<file path="config.mk">
export PLATFORM = sky130hd
export DESIGN_NAME = axo_core
export DESIGN_NICKNAME = d
export VERILOG_FILES = /design/src/axo_pkg.sv /design/src/axo_divider.sv /design/src/axo_core.sv
export VERILOG_INCLUDE_DIRS = /design/src
export SDC_FILE = /design/constraint.sdc
export NUM_CORES = 2
export LEC_CHECK = 0
export BUFFER_PORTS_ARGS = -buffer_cell sky130_fd_sc_hd__buf_2
export CORE_MARGIN = 2
export CORE_UTILIZATION = 54
export DETAILED_ROUTE_END_ITERATION = 12
export PLACE_DENSITY = 0.71
export SYNTH_ARGS = -nofsm -noshare
export SYNTH_HDL_FRONTEND = slang
export SYNTH_HIERARCHICAL = 1
export SYNTH_SLANG_ARGS = --single-unit
</file>
<file path="constraint.sdc">
create_clock -name mclk -period 20.1 [get_ports mclk]
set_clock_uncertainty 0.15 [all_clocks]
set_input_delay 1.005 -clock mclk [delete_from_list [all_inputs] [get_ports mclk]]
set_output_delay 1.005 -clock mclk [all_outputs]
set_load 0.02 [all_outputs]
</file>
<file path="src/axo_map.svh">
// Constant map for the accumulator / X register operation block.
// Assumes inclusion by bare name from the package, the divider and the core.
`ifndef AXO_MAP_SVH
`define AXO_MAP_SVH
`define AXO_OP_STOP 8'h1c
`define AXO_OP_ACCU_XREG_ACCU_IMMEDIATE_INSTR_A_INSTR 8'h21
`define AXO_OP_ACCU_AXIS 8'h22
`define AXO_OP_ACCU_GLOBAL 8'h23
`define AXO_OP_PROG_RESET 8'h83
`define AXO_T_ADD 8'h00
`define AXO_T_SUB 8'h01
`define AXO_T_MUL 8'h02
`define AXO_T_DIV 8'h03
`define AXO_T_MOD 8'h04
`define AXO_T_AND 8'h05
`define AXO_T_OR 8'h06
`define AXO_T_XOR 8'h07
`define AXO_T_NOT 8'h08
`define AXO_T_LOAD 8'h09
`define AXO_T_SWAP 8'h0a
`define AXO_AP_TARGET_POS 8'h00
`define AXO_BANK_0 8'h00
`define AXO_BANK_USER 8'h02
`define AXO_BANK_3 8'h03
`define AXO_ST_OK 8'h64
`define AXO_ST_BAD_TYPE 8'h03
`define AXO_ST_BAD_VALUE 8'h04
`define AXO_ST_BAD_OP 8'h02
`define AXO_DIV_CYCLES 6'h20
`define AXO_ZERO32 32'h00000000
`endif

</file>
<file path="src/axo_pkg.sv">
// Types for the accumulator / X register operation block.
// Assumes axo_map.svh is on the include path.
`default_nettype none
`include "axo_map.svh"
package axo_pkg;
  // One decoded command frame, value sent MSB first
  typedef struct packed {
    logic [7:0] instr;
    logic [7:0] opType;
    logic [7:0] motorBank;
    logic [31:0] value;
  } axo_cmd_t;
  // Direct-mode reply
  typedef struct packed {
    logic [7:0] status;
    logic [31:0] value;
  } axo_reply_t;
  // Parameter write toward the parameter tables
  typedef struct packed {
    logic isGlobal;
    logic [7:0] paramNum;
    logic [7:0] motorBank;
    logic [31:0] data;
  } axo_pwrite_t;
  typedef enum logic [3:0] {
    AXO_IDLE = 4'b0001,
    AXO_DIVIDE = 4'b0010,
    AXO_REPLY = 4'b0100,
    AXO_SPARE = 4'b1000
  } axo_state_t;
endpackage : axo_pkg
`default_nettype wire

</file>
<file path="src/axo_divider.sv">
// Iterative signed 32-bit divider, one quotient bit per clock.
// Assumes start is only pulsed while idle; divisor nonzero.
`timescale 1ns/1ps
`default_nettype none
`include "axo_map.svh"
module axo_divider
  import axo_pkg::*;
(
  input wire logic mclk,
  input wire logic sys_rst,
  input wire logic start,
  input wire logic [31:0] dividend,
  input wire logic [31:0] divisor,
  output logic done,
  output logic [31:0] quotient,
  output logic [31:0] remainder
);
  logic [31:0] remQ, remD, quoQ, quoD, divQ;
  logic [5:0] cntQ;
  logic negQ, negRemQ, busyQ;
  wire [31:0] absDividend = dividend[31] ? 32'h0 - dividend : dividend;
  wire [31:0] absDivisor = divisor[31] ? 32'h0 - divisor : divisor;
  wire [32:0] trial = {remQ, quoQ[31]} - {1'b0, divQ};
  // Restoring step
  always_comb begin
    if (!trial[32]) begin
      remD = trial[31:0];
      quoD = {quoQ[30:0], 1'b1};
    end else begin
      remD = {remQ[30:0], quoQ[31]};
      quoD = {quoQ[30:0], 1'b0};
    end
  end
  // Results truncate toward zero; remainder takes dividend's sign
  always_ff @(posedge mclk) begin
    if (sys_rst) begin
      remQ <= `AXO_ZERO32;
      quoQ <= `AXO_ZERO32;
      divQ <= `AXO_ZERO32;
      cntQ <= 6'h00;
      negQ <= 1'b0;
      negRemQ <= 1'b0;
      busyQ <= 1'b0;
      done <= 1'b0;
      quotient <= `AXO_ZERO32;
      remainder <= `AXO_ZERO32;
    end else begin
      done <= 1'b0;
      if (start) begin
        remQ <= `AXO_ZERO32;
        quoQ <= absDividend;
        divQ <= absDivisor;
        cntQ <= `AXO_DIV_CYCLES;
        negQ <= dividend[31] ^ divisor[31];
        negRemQ <= dividend[31];
        busyQ <= 1'b1;
      end else if (busyQ) begin
        remQ <= remD;
        quoQ <= quoD;
        cntQ <= cntQ - 6'h01;
        if (cntQ == 6'h01) begin
          busyQ <= 1'b0;
          done <= 1'b1;
          quotient <= negQ ? 32'h0 - quoD : quoD;
          remainder <= negRemQ ? 32'h0 - remD : remD;
        end
      end
    end
  end
endmodule : axo_divider
`default_nettype wire

</file>
<file path="src/axo_core.sv">
// Executes halt, accumulator/X arithmetic and accumulator-to-parameter
// commands. Assumes frames arrive decoded and checksum-checked.
//
// Operation
// RQ1: Code 28 halts the standalone program; other fields ignored.
// RQ2: Code 33 uses X as second operand, result into accumulator.
// RQ3: Type 0 adds, 1 subtracts, 2 multiplies accumulator by X.
// RQ4: Type 3 divides accumulator by X, type 4 leaves remainder.
// RQ5: Types 5, 6, 7 are bitwise AND, OR, XOR into accumulator.
// RQ6: Type 8 inverts the X register bitwise.
// RQ7: Type 9 copies accumulator into X.
// RQ8: Type 10 swaps accumulator and X in one step.
// RQ9: Host requests multiply as instruction 21h, type 02h, zeros.
// RQ10: Code 34 writes accumulator to axis parameter type of motor.
// RQ11: Axis parameter 0 write updates that motor's target position.
// RQ12: Axis write operands: parameter number then motor number.
// RQ13: Global write stores accumulator at parameter number and bank.
// RQ14: Global write is code 35; banks 0, 2, 3; bank 2 user vars.
// RQ15: Program reset stops, clears PC, SP, accumulator, X, flags.
// RQ16: Accumulator and X are 32-bit signed, value sent MSB first.
`timescale 1ns/1ps
`default_nettype none
`include "axo_map.svh"
module axo_core
  import axo_pkg::*;
(
  input wire logic mclk,
  input wire logic sys_rst,
  input wire logic cmdValid,
  input wire axo_cmd_t cmd,
  input wire logic accuLoad,
  input wire logic [31:0] accuLoadValue,
  input wire logic progRunning,
  output logic cmdReady,
  output logic replyValid,
  output axo_reply_t reply,
  output logic progHalt,
  output logic progReset,
  output logic paramWrite,
  output axo_pwrite_t param,
  output logic targetPosWrite,
  output logic [7:0] targetPosMotor,
  output logic [31:0] targetPos,
  output logic [31:0] accu,
  output logic [31:0] xReg
);
  axo_state_t stateQ, stateD;
  logic [31:0] accuD, xD;
  logic [7:0] statusD;
  logic divStart, divDone, keepRem_q;
  logic [31:0] divQuo, divRem;

  // Decode of the incoming frame
  // Ready gates the take too, so nothing slips in at reset release
  wire take = cmdValid && cmdReady && (stateQ == AXO_IDLE);
  wire isStop = cmd.instr == `AXO_OP_STOP;
  wire isCalcx = cmd.instr == `AXO_OP_ACCU_XREG_ACCU_IMMEDIATE_INSTR_A_INSTR;
  wire isAxis = cmd.instr == `AXO_OP_ACCU_AXIS;
  wire isGlobal = cmd.instr == `AXO_OP_ACCU_GLOBAL;
  wire isReset = cmd.instr == `AXO_OP_PROG_RESET;
  wire isDivType = (cmd.opType == `AXO_T_DIV) || (cmd.opType == `AXO_T_MOD);
  wire divByZero = isDivType && (xReg == `AXO_ZERO32);
  wire bankOk = (cmd.motorBank == `AXO_BANK_0) ||
                (cmd.motorBank == `AXO_BANK_USER) ||
                (cmd.motorBank == `AXO_BANK_3); // [RQ14]
  // Signed product, low word kept as a 32-bit accumulator would
  wire signed [63:0] prod = $signed(accu) * $signed(xReg); // [RQ3] [RQ16]

  // Arithmetic result of one ACCU_XREG_ACCU_IMMEDIATE_INSTR_A_INSTR-style operation
  function automatic logic [31:0] calcResult(input logic [7:0] t,
                                             input logic [31:0] a,
                                             input logic [31:0] x,
                                             input logic [31:0] p);
    case (t)
      `AXO_T_ADD: calcResult = a + x; // [RQ3]
      `AXO_T_SUB: calcResult = a - x; // [RQ3]
      `AXO_T_MUL: calcResult = p; // [RQ3]
      `AXO_T_AND: calcResult = a & x; // [RQ5]
      `AXO_T_OR: calcResult = a | x; // [RQ5]
      `AXO_T_XOR: calcResult = a ^ x; // [RQ5]
      `AXO_T_SWAP: calcResult = x; // [RQ8]
      default: calcResult = a;
    endcase
  endfunction : calcResult

  wire typeKnown = cmd.opType <= `AXO_T_SWAP;

  // Next state, accumulator, X and status
  always_comb begin
    stateD = stateQ;
    accuD = accu;
    xD = xReg;
    statusD = `AXO_ST_OK;
    divStart = 1'b0;
    case (stateQ)
      AXO_IDLE: begin
        if (take) begin
          stateD = AXO_REPLY;
          if (isReset) begin
            accuD = `AXO_ZERO32; // [RQ15]
            xD = `AXO_ZERO32; // [RQ15]
          end else if (isCalcx) begin
            if (!typeKnown) begin
              statusD = `AXO_ST_BAD_TYPE;
            end else if (divByZero) begin
              // Divide by zero leaves both registers untouched
              statusD = `AXO_ST_BAD_VALUE;
            end else if (isDivType) begin
              divStart = 1'b1; // [RQ4]
              stateD = AXO_DIVIDE;
            end else begin
              accuD = calcResult(cmd.opType, accu, xReg, prod[31:0]); // [RQ2]
              if (cmd.opType == `AXO_T_NOT) begin
                xD = ~xReg; // [RQ6]
              end
              if (cmd.opType == `AXO_T_LOAD) begin
                xD = accu; // [RQ7]
              end
              if (cmd.opType == `AXO_T_SWAP) begin
                xD = accu; // [RQ8]
              end
            end
          end else if (isGlobal && !bankOk) begin
            statusD = `AXO_ST_BAD_VALUE;
          end else if (!(isStop || isAxis || isGlobal)) begin
            statusD = `AXO_ST_BAD_OP;
          end
        end else if (accuLoad) begin
          accuD = accuLoadValue;
        end
      end
      AXO_DIVIDE: begin
        if (divDone) begin
          accuD = keepRem_q ? divRem : divQuo; // [RQ4]
          stateD = AXO_REPLY;
        end
      end
      AXO_REPLY: stateD = AXO_IDLE;
      default: stateD = AXO_IDLE;
    endcase
  end

  // Command processing registers
  always_ff @(posedge mclk) begin
    if (sys_rst) begin
      stateQ <= AXO_IDLE;
      accu <= `AXO_ZERO32;
      xReg <= `AXO_ZERO32;
      keepRem_q <= 1'b0;
      reply <= '0;
    end else begin
      stateQ <= stateD;
      accu <= accuD;
      xReg <= xD;
      if (divStart) begin
        keepRem_q <= cmd.opType == `AXO_T_MOD;
      end
      if (take) begin
        reply <= '{status: statusD, value: `AXO_ZERO32};
      end
    end
  end

  // Handshake outputs, and one-cycle strobes toward program control and parameter tables
  always_ff @(posedge mclk) begin
    if (sys_rst) begin
      cmdReady <= 1'b0;
      replyValid <= 1'b0;
      progHalt <= 1'b0;
      progReset <= 1'b0;
      paramWrite <= 1'b0;
      param <= '0;
      targetPosWrite <= 1'b0;
      targetPosMotor <= 8'h00;
      targetPos <= `AXO_ZERO32;
    end else begin
      cmdReady <= stateD == AXO_IDLE;
      replyValid <= stateD == AXO_REPLY;
      progHalt <= take && isStop && progRunning; // [RQ1]
      progReset <= take && isReset; // [RQ15]
      paramWrite <= take && (isAxis || (isGlobal && bankOk)); // [RQ10] [RQ13]
      targetPosWrite <= take && isAxis &&
                        cmd.opType == `AXO_AP_TARGET_POS; // [RQ11]
      if (take && (isAxis || isGlobal)) begin
        // Type field is the parameter, motor/bank the axis or bank
        param <= '{isGlobal: isGlobal, paramNum: cmd.opType,
                   motorBank: cmd.motorBank, data: accu}; // [RQ12] [RQ13]
        targetPosMotor <= cmd.motorBank; // [RQ11]
        targetPos <= accu; // [RQ11]
      end
    end
  end

  // Division takes many cycles; the reply waits on it
  axo_divider u_div (
    .mclk(mclk),
    .sys_rst(sys_rst),
    .start(divStart),
    .dividend(accu),
    .divisor(xReg),
    .done(divDone),
    .quotient(divQuo),
    .remainder(divRem)
  );
endmodule : axo_core
`default_nettype wire

</file>
==> results.ini <==
[run_status]
status=complete, no violations

[synth]
synth_area_sq_um=38700
ys_async_sr_fraction_pct=0
yosys_warnings=6
synth.most_common_cell=nor2_1
yosys-top-cells-area=fa_1 21%, dfxtp_1 15%, ha_1 9.2%
yosysUniqueCellTypes=104
synth_area_leader_cell=fa_1
ys_ff_latch=298
yosysSeqAreaShare_pct=15.4
synth_top_flop_cell=dfxtp_1
avgSynthCellArea_sq_um=7.93
syn-instance-count=4879
synth_edf_count=0
synth_top_area_share_pct=21.2
synthTopCellsByCount=622 x nor2_1, 585 x inv_1, 520 x nand2_1

[placed_design]
gp_congestion=1.00
dpl_cell_area_sq_um=40200
placed_cells=5815
portBuffers=224
hpwl_mm=104

[clock_network]
cts.sinks=298
numCtsBuffers=36
clock_latency_ns=0.59
cts_repair_resize_count=0
cts.clk_slew.worst_paths_ns=0.07
cts_hold_buf=0
clockBufferDepth=3
cts_tree=yes
cts_max_level=2
cts-root-buf=clkbuf_16
post_cts_buffers=0

[worst_setup_path]
startpoint_type=flop
cpPeakStageDelay_ns=0.93
slowest_stage=a311oi_1
cp.buffers_inverters=5
cp_top_family=adder cells
path_class=flop to flop
worstPathArrival_ns=9.81
worstPathMaxFanout=16
cp_common_cell=fa_1
cp.required_ns=20.37
endpoint_kind=flop

[global_routing]
grt_pass1_wl_mm=212
grt_pass1_vias=35000
grt.busiest_layer=met2
grt_use_total_pct=37.4
gr-usage-met1_pct=48.5
use_met2_pct=57.2
gr-total-overflow=0
grt_max_degree=125
antenna_found_initial=4
grtUsageMet3_pct=9.44

[power_and_ir_drop]
clock_power_share_pct=33.1
p_int_mw=1.22
switchingPower_uw=772
peakVddDrop_v=0.0000548
p_sw_share_pct=38.8
power_density_nw_per_um2=48.1
pwr-share-comb_pct=36.2
seqPwrFrac_pct=30.6
p_total_mw=1.99
p_leak_nw=18.3

[sta]
setup_tns_ns=0
finalHoldViolCount=0
fin_crit_sh_pct=47.4
max_slew_margin_pct=11.3
fmax_mhz=105
min_period_ns=9.54
worst_slew_pin_slew_ns=1.30
rsz0062_at_grt=false
setup_viol=0
finalMaxSlewViolations=0

[detailed_routing]
post_drt_via_cell_ratio=6.17
drt-pass1-iter-count=7
wl_per_cell_um=23.8
drt-initial-drc-count=4063
routed_wirelength_mm=140
num_vias=36200
ant_nets=0
drc_errors=0

[final_layout]
area_growth_pct=6.91
fillers=6611
fin_area_sq_um=41300
layout-drive-gt1-share_pct=10.0
nets=5690
antenna_cells=0
stdcell_count=5878
seq_area_sq_um=5970
multiInputGateArea_sq_um=28800

[floorplan]
die_y_um=272
die_w_um=272
die_area_sq_um=73800
io_pins=292
core-area_sq_um=71200
start_util_pct=54.3
num_rows=98

[worst_hold_path]
hold_class=flop to flop

[run]
drv_cap=0

## final cells by class
class | count | area share [%]
multi-input cells | 3625 | 69.7
inverters | 609 | 5.53
flip-flops and latches | 298 | 14.4
clock buffers | 49 | 2.51
clock inverters | 14 | 0.251
repair buffers | 333 | 4.71
well taps | 950 | 2.87
## flip-flops by register name (all words and copies together) (netlist names), 6 cells and up
register,cells
accu,32
targetPos,32
u_div/divQ,32
u_div/quoQ,32
u_div/quotient,32
u_div/remQ,32
u_div/remainder,32
xReg,32
param,9
targetPosMotor,8
u_div/cntQ,6
## metrics by stage
stage | setup WS (ns) | hold slack, ns | utilization, %
global route | 10.40 | 0.317 | 58.0
finish | 10.56 | 0.306 | 58.0
CTS | 10.84 | 0.303 | 58.0
detailed placement | 10.87 | 0.292 | 56.4
floorplan | 12.05 | 0.274 | -
global placement | 10.93 | 0.288 | 56.4
## logic make-up after synthesis
| family | after synthesis | share of synthesized area [%] |
|---|---|---|
| and+or+nand+nor | 1513 | 17.2 |
| DFF | 298 | 15.4 |
| xor gates and xnor gates | 272 | 6.16 |
| muxes | 97 | 2.62 |
| adders and majority gates | 694 | 30.4 |
| other | 1 | 0.00970 |
| buffers and inverters | 991 | 10.6 |
| AOI/OAI and AO/OA | 1013 | 17.6 |
## power groups by stage
| stage | Clock [mW] | Sequential, mW | Combinational (mW) |
|---|---|---|---|
| after floorplan | 0 | 0.637 | 0.479 |
| after global placement | 0 | 0.621 | 0.692 |
| after detailed placement | 0 | 0.621 | 0.693 |
| after CTS | 0.660 | 0.608 | 0.698 |
| after global routing | 0.684 | 0.609 | 0.768 |
| final | 0.660 | 0.609 | 0.721 |
## routing by layer
metal,up-vias,routed length [um]
met3,530,16000
li1,16100,-
met4,10,9310
met1,17500,53800
met5,-,78
met2,2057,60600
## worst register-to-register path, delay by kind of cell, from the launching register on
kind	cells	cell delay [ns]
xor+xnor	1	0.24
fa+ha+maj	9	3.97
flops	1	0.78
compound gates	8	2.54
buf+inv	5	1.08
simple gates	2	0.62
## cells in the final DEF, fill, tap and decap left out, types with 45 or more instances in the layout
master      n
o31ai_1    49
o21ai_0   154
inv_1     585
nor3_1     65
ha_1      284
fa_1      410
buf_4     109
o211ai_1   59
nand2_1   520
buf_2     223
xor2_1    131
dfxtp_1   295
a21oi_1   287
mux2i_1    64
nand3_1    45
xnor2_1   141
nor2_1    621
nor2b_1    53
a211oi_1  178
## worst paths after layout
kind | cells after the start | start | end | slack, ns
hold / removal | 2 | param[48] | param[48] | 0.31
hold reg to reg | 2 | param[48] | param[48] | 0.31
setup / recovery | 25 | xReg[16] | accu[31] | 10.56
setup reg to reg | 25 | xReg[16] | accu[31] | 10.56
No activity file was read; power rests on OpenSTA's default activity.
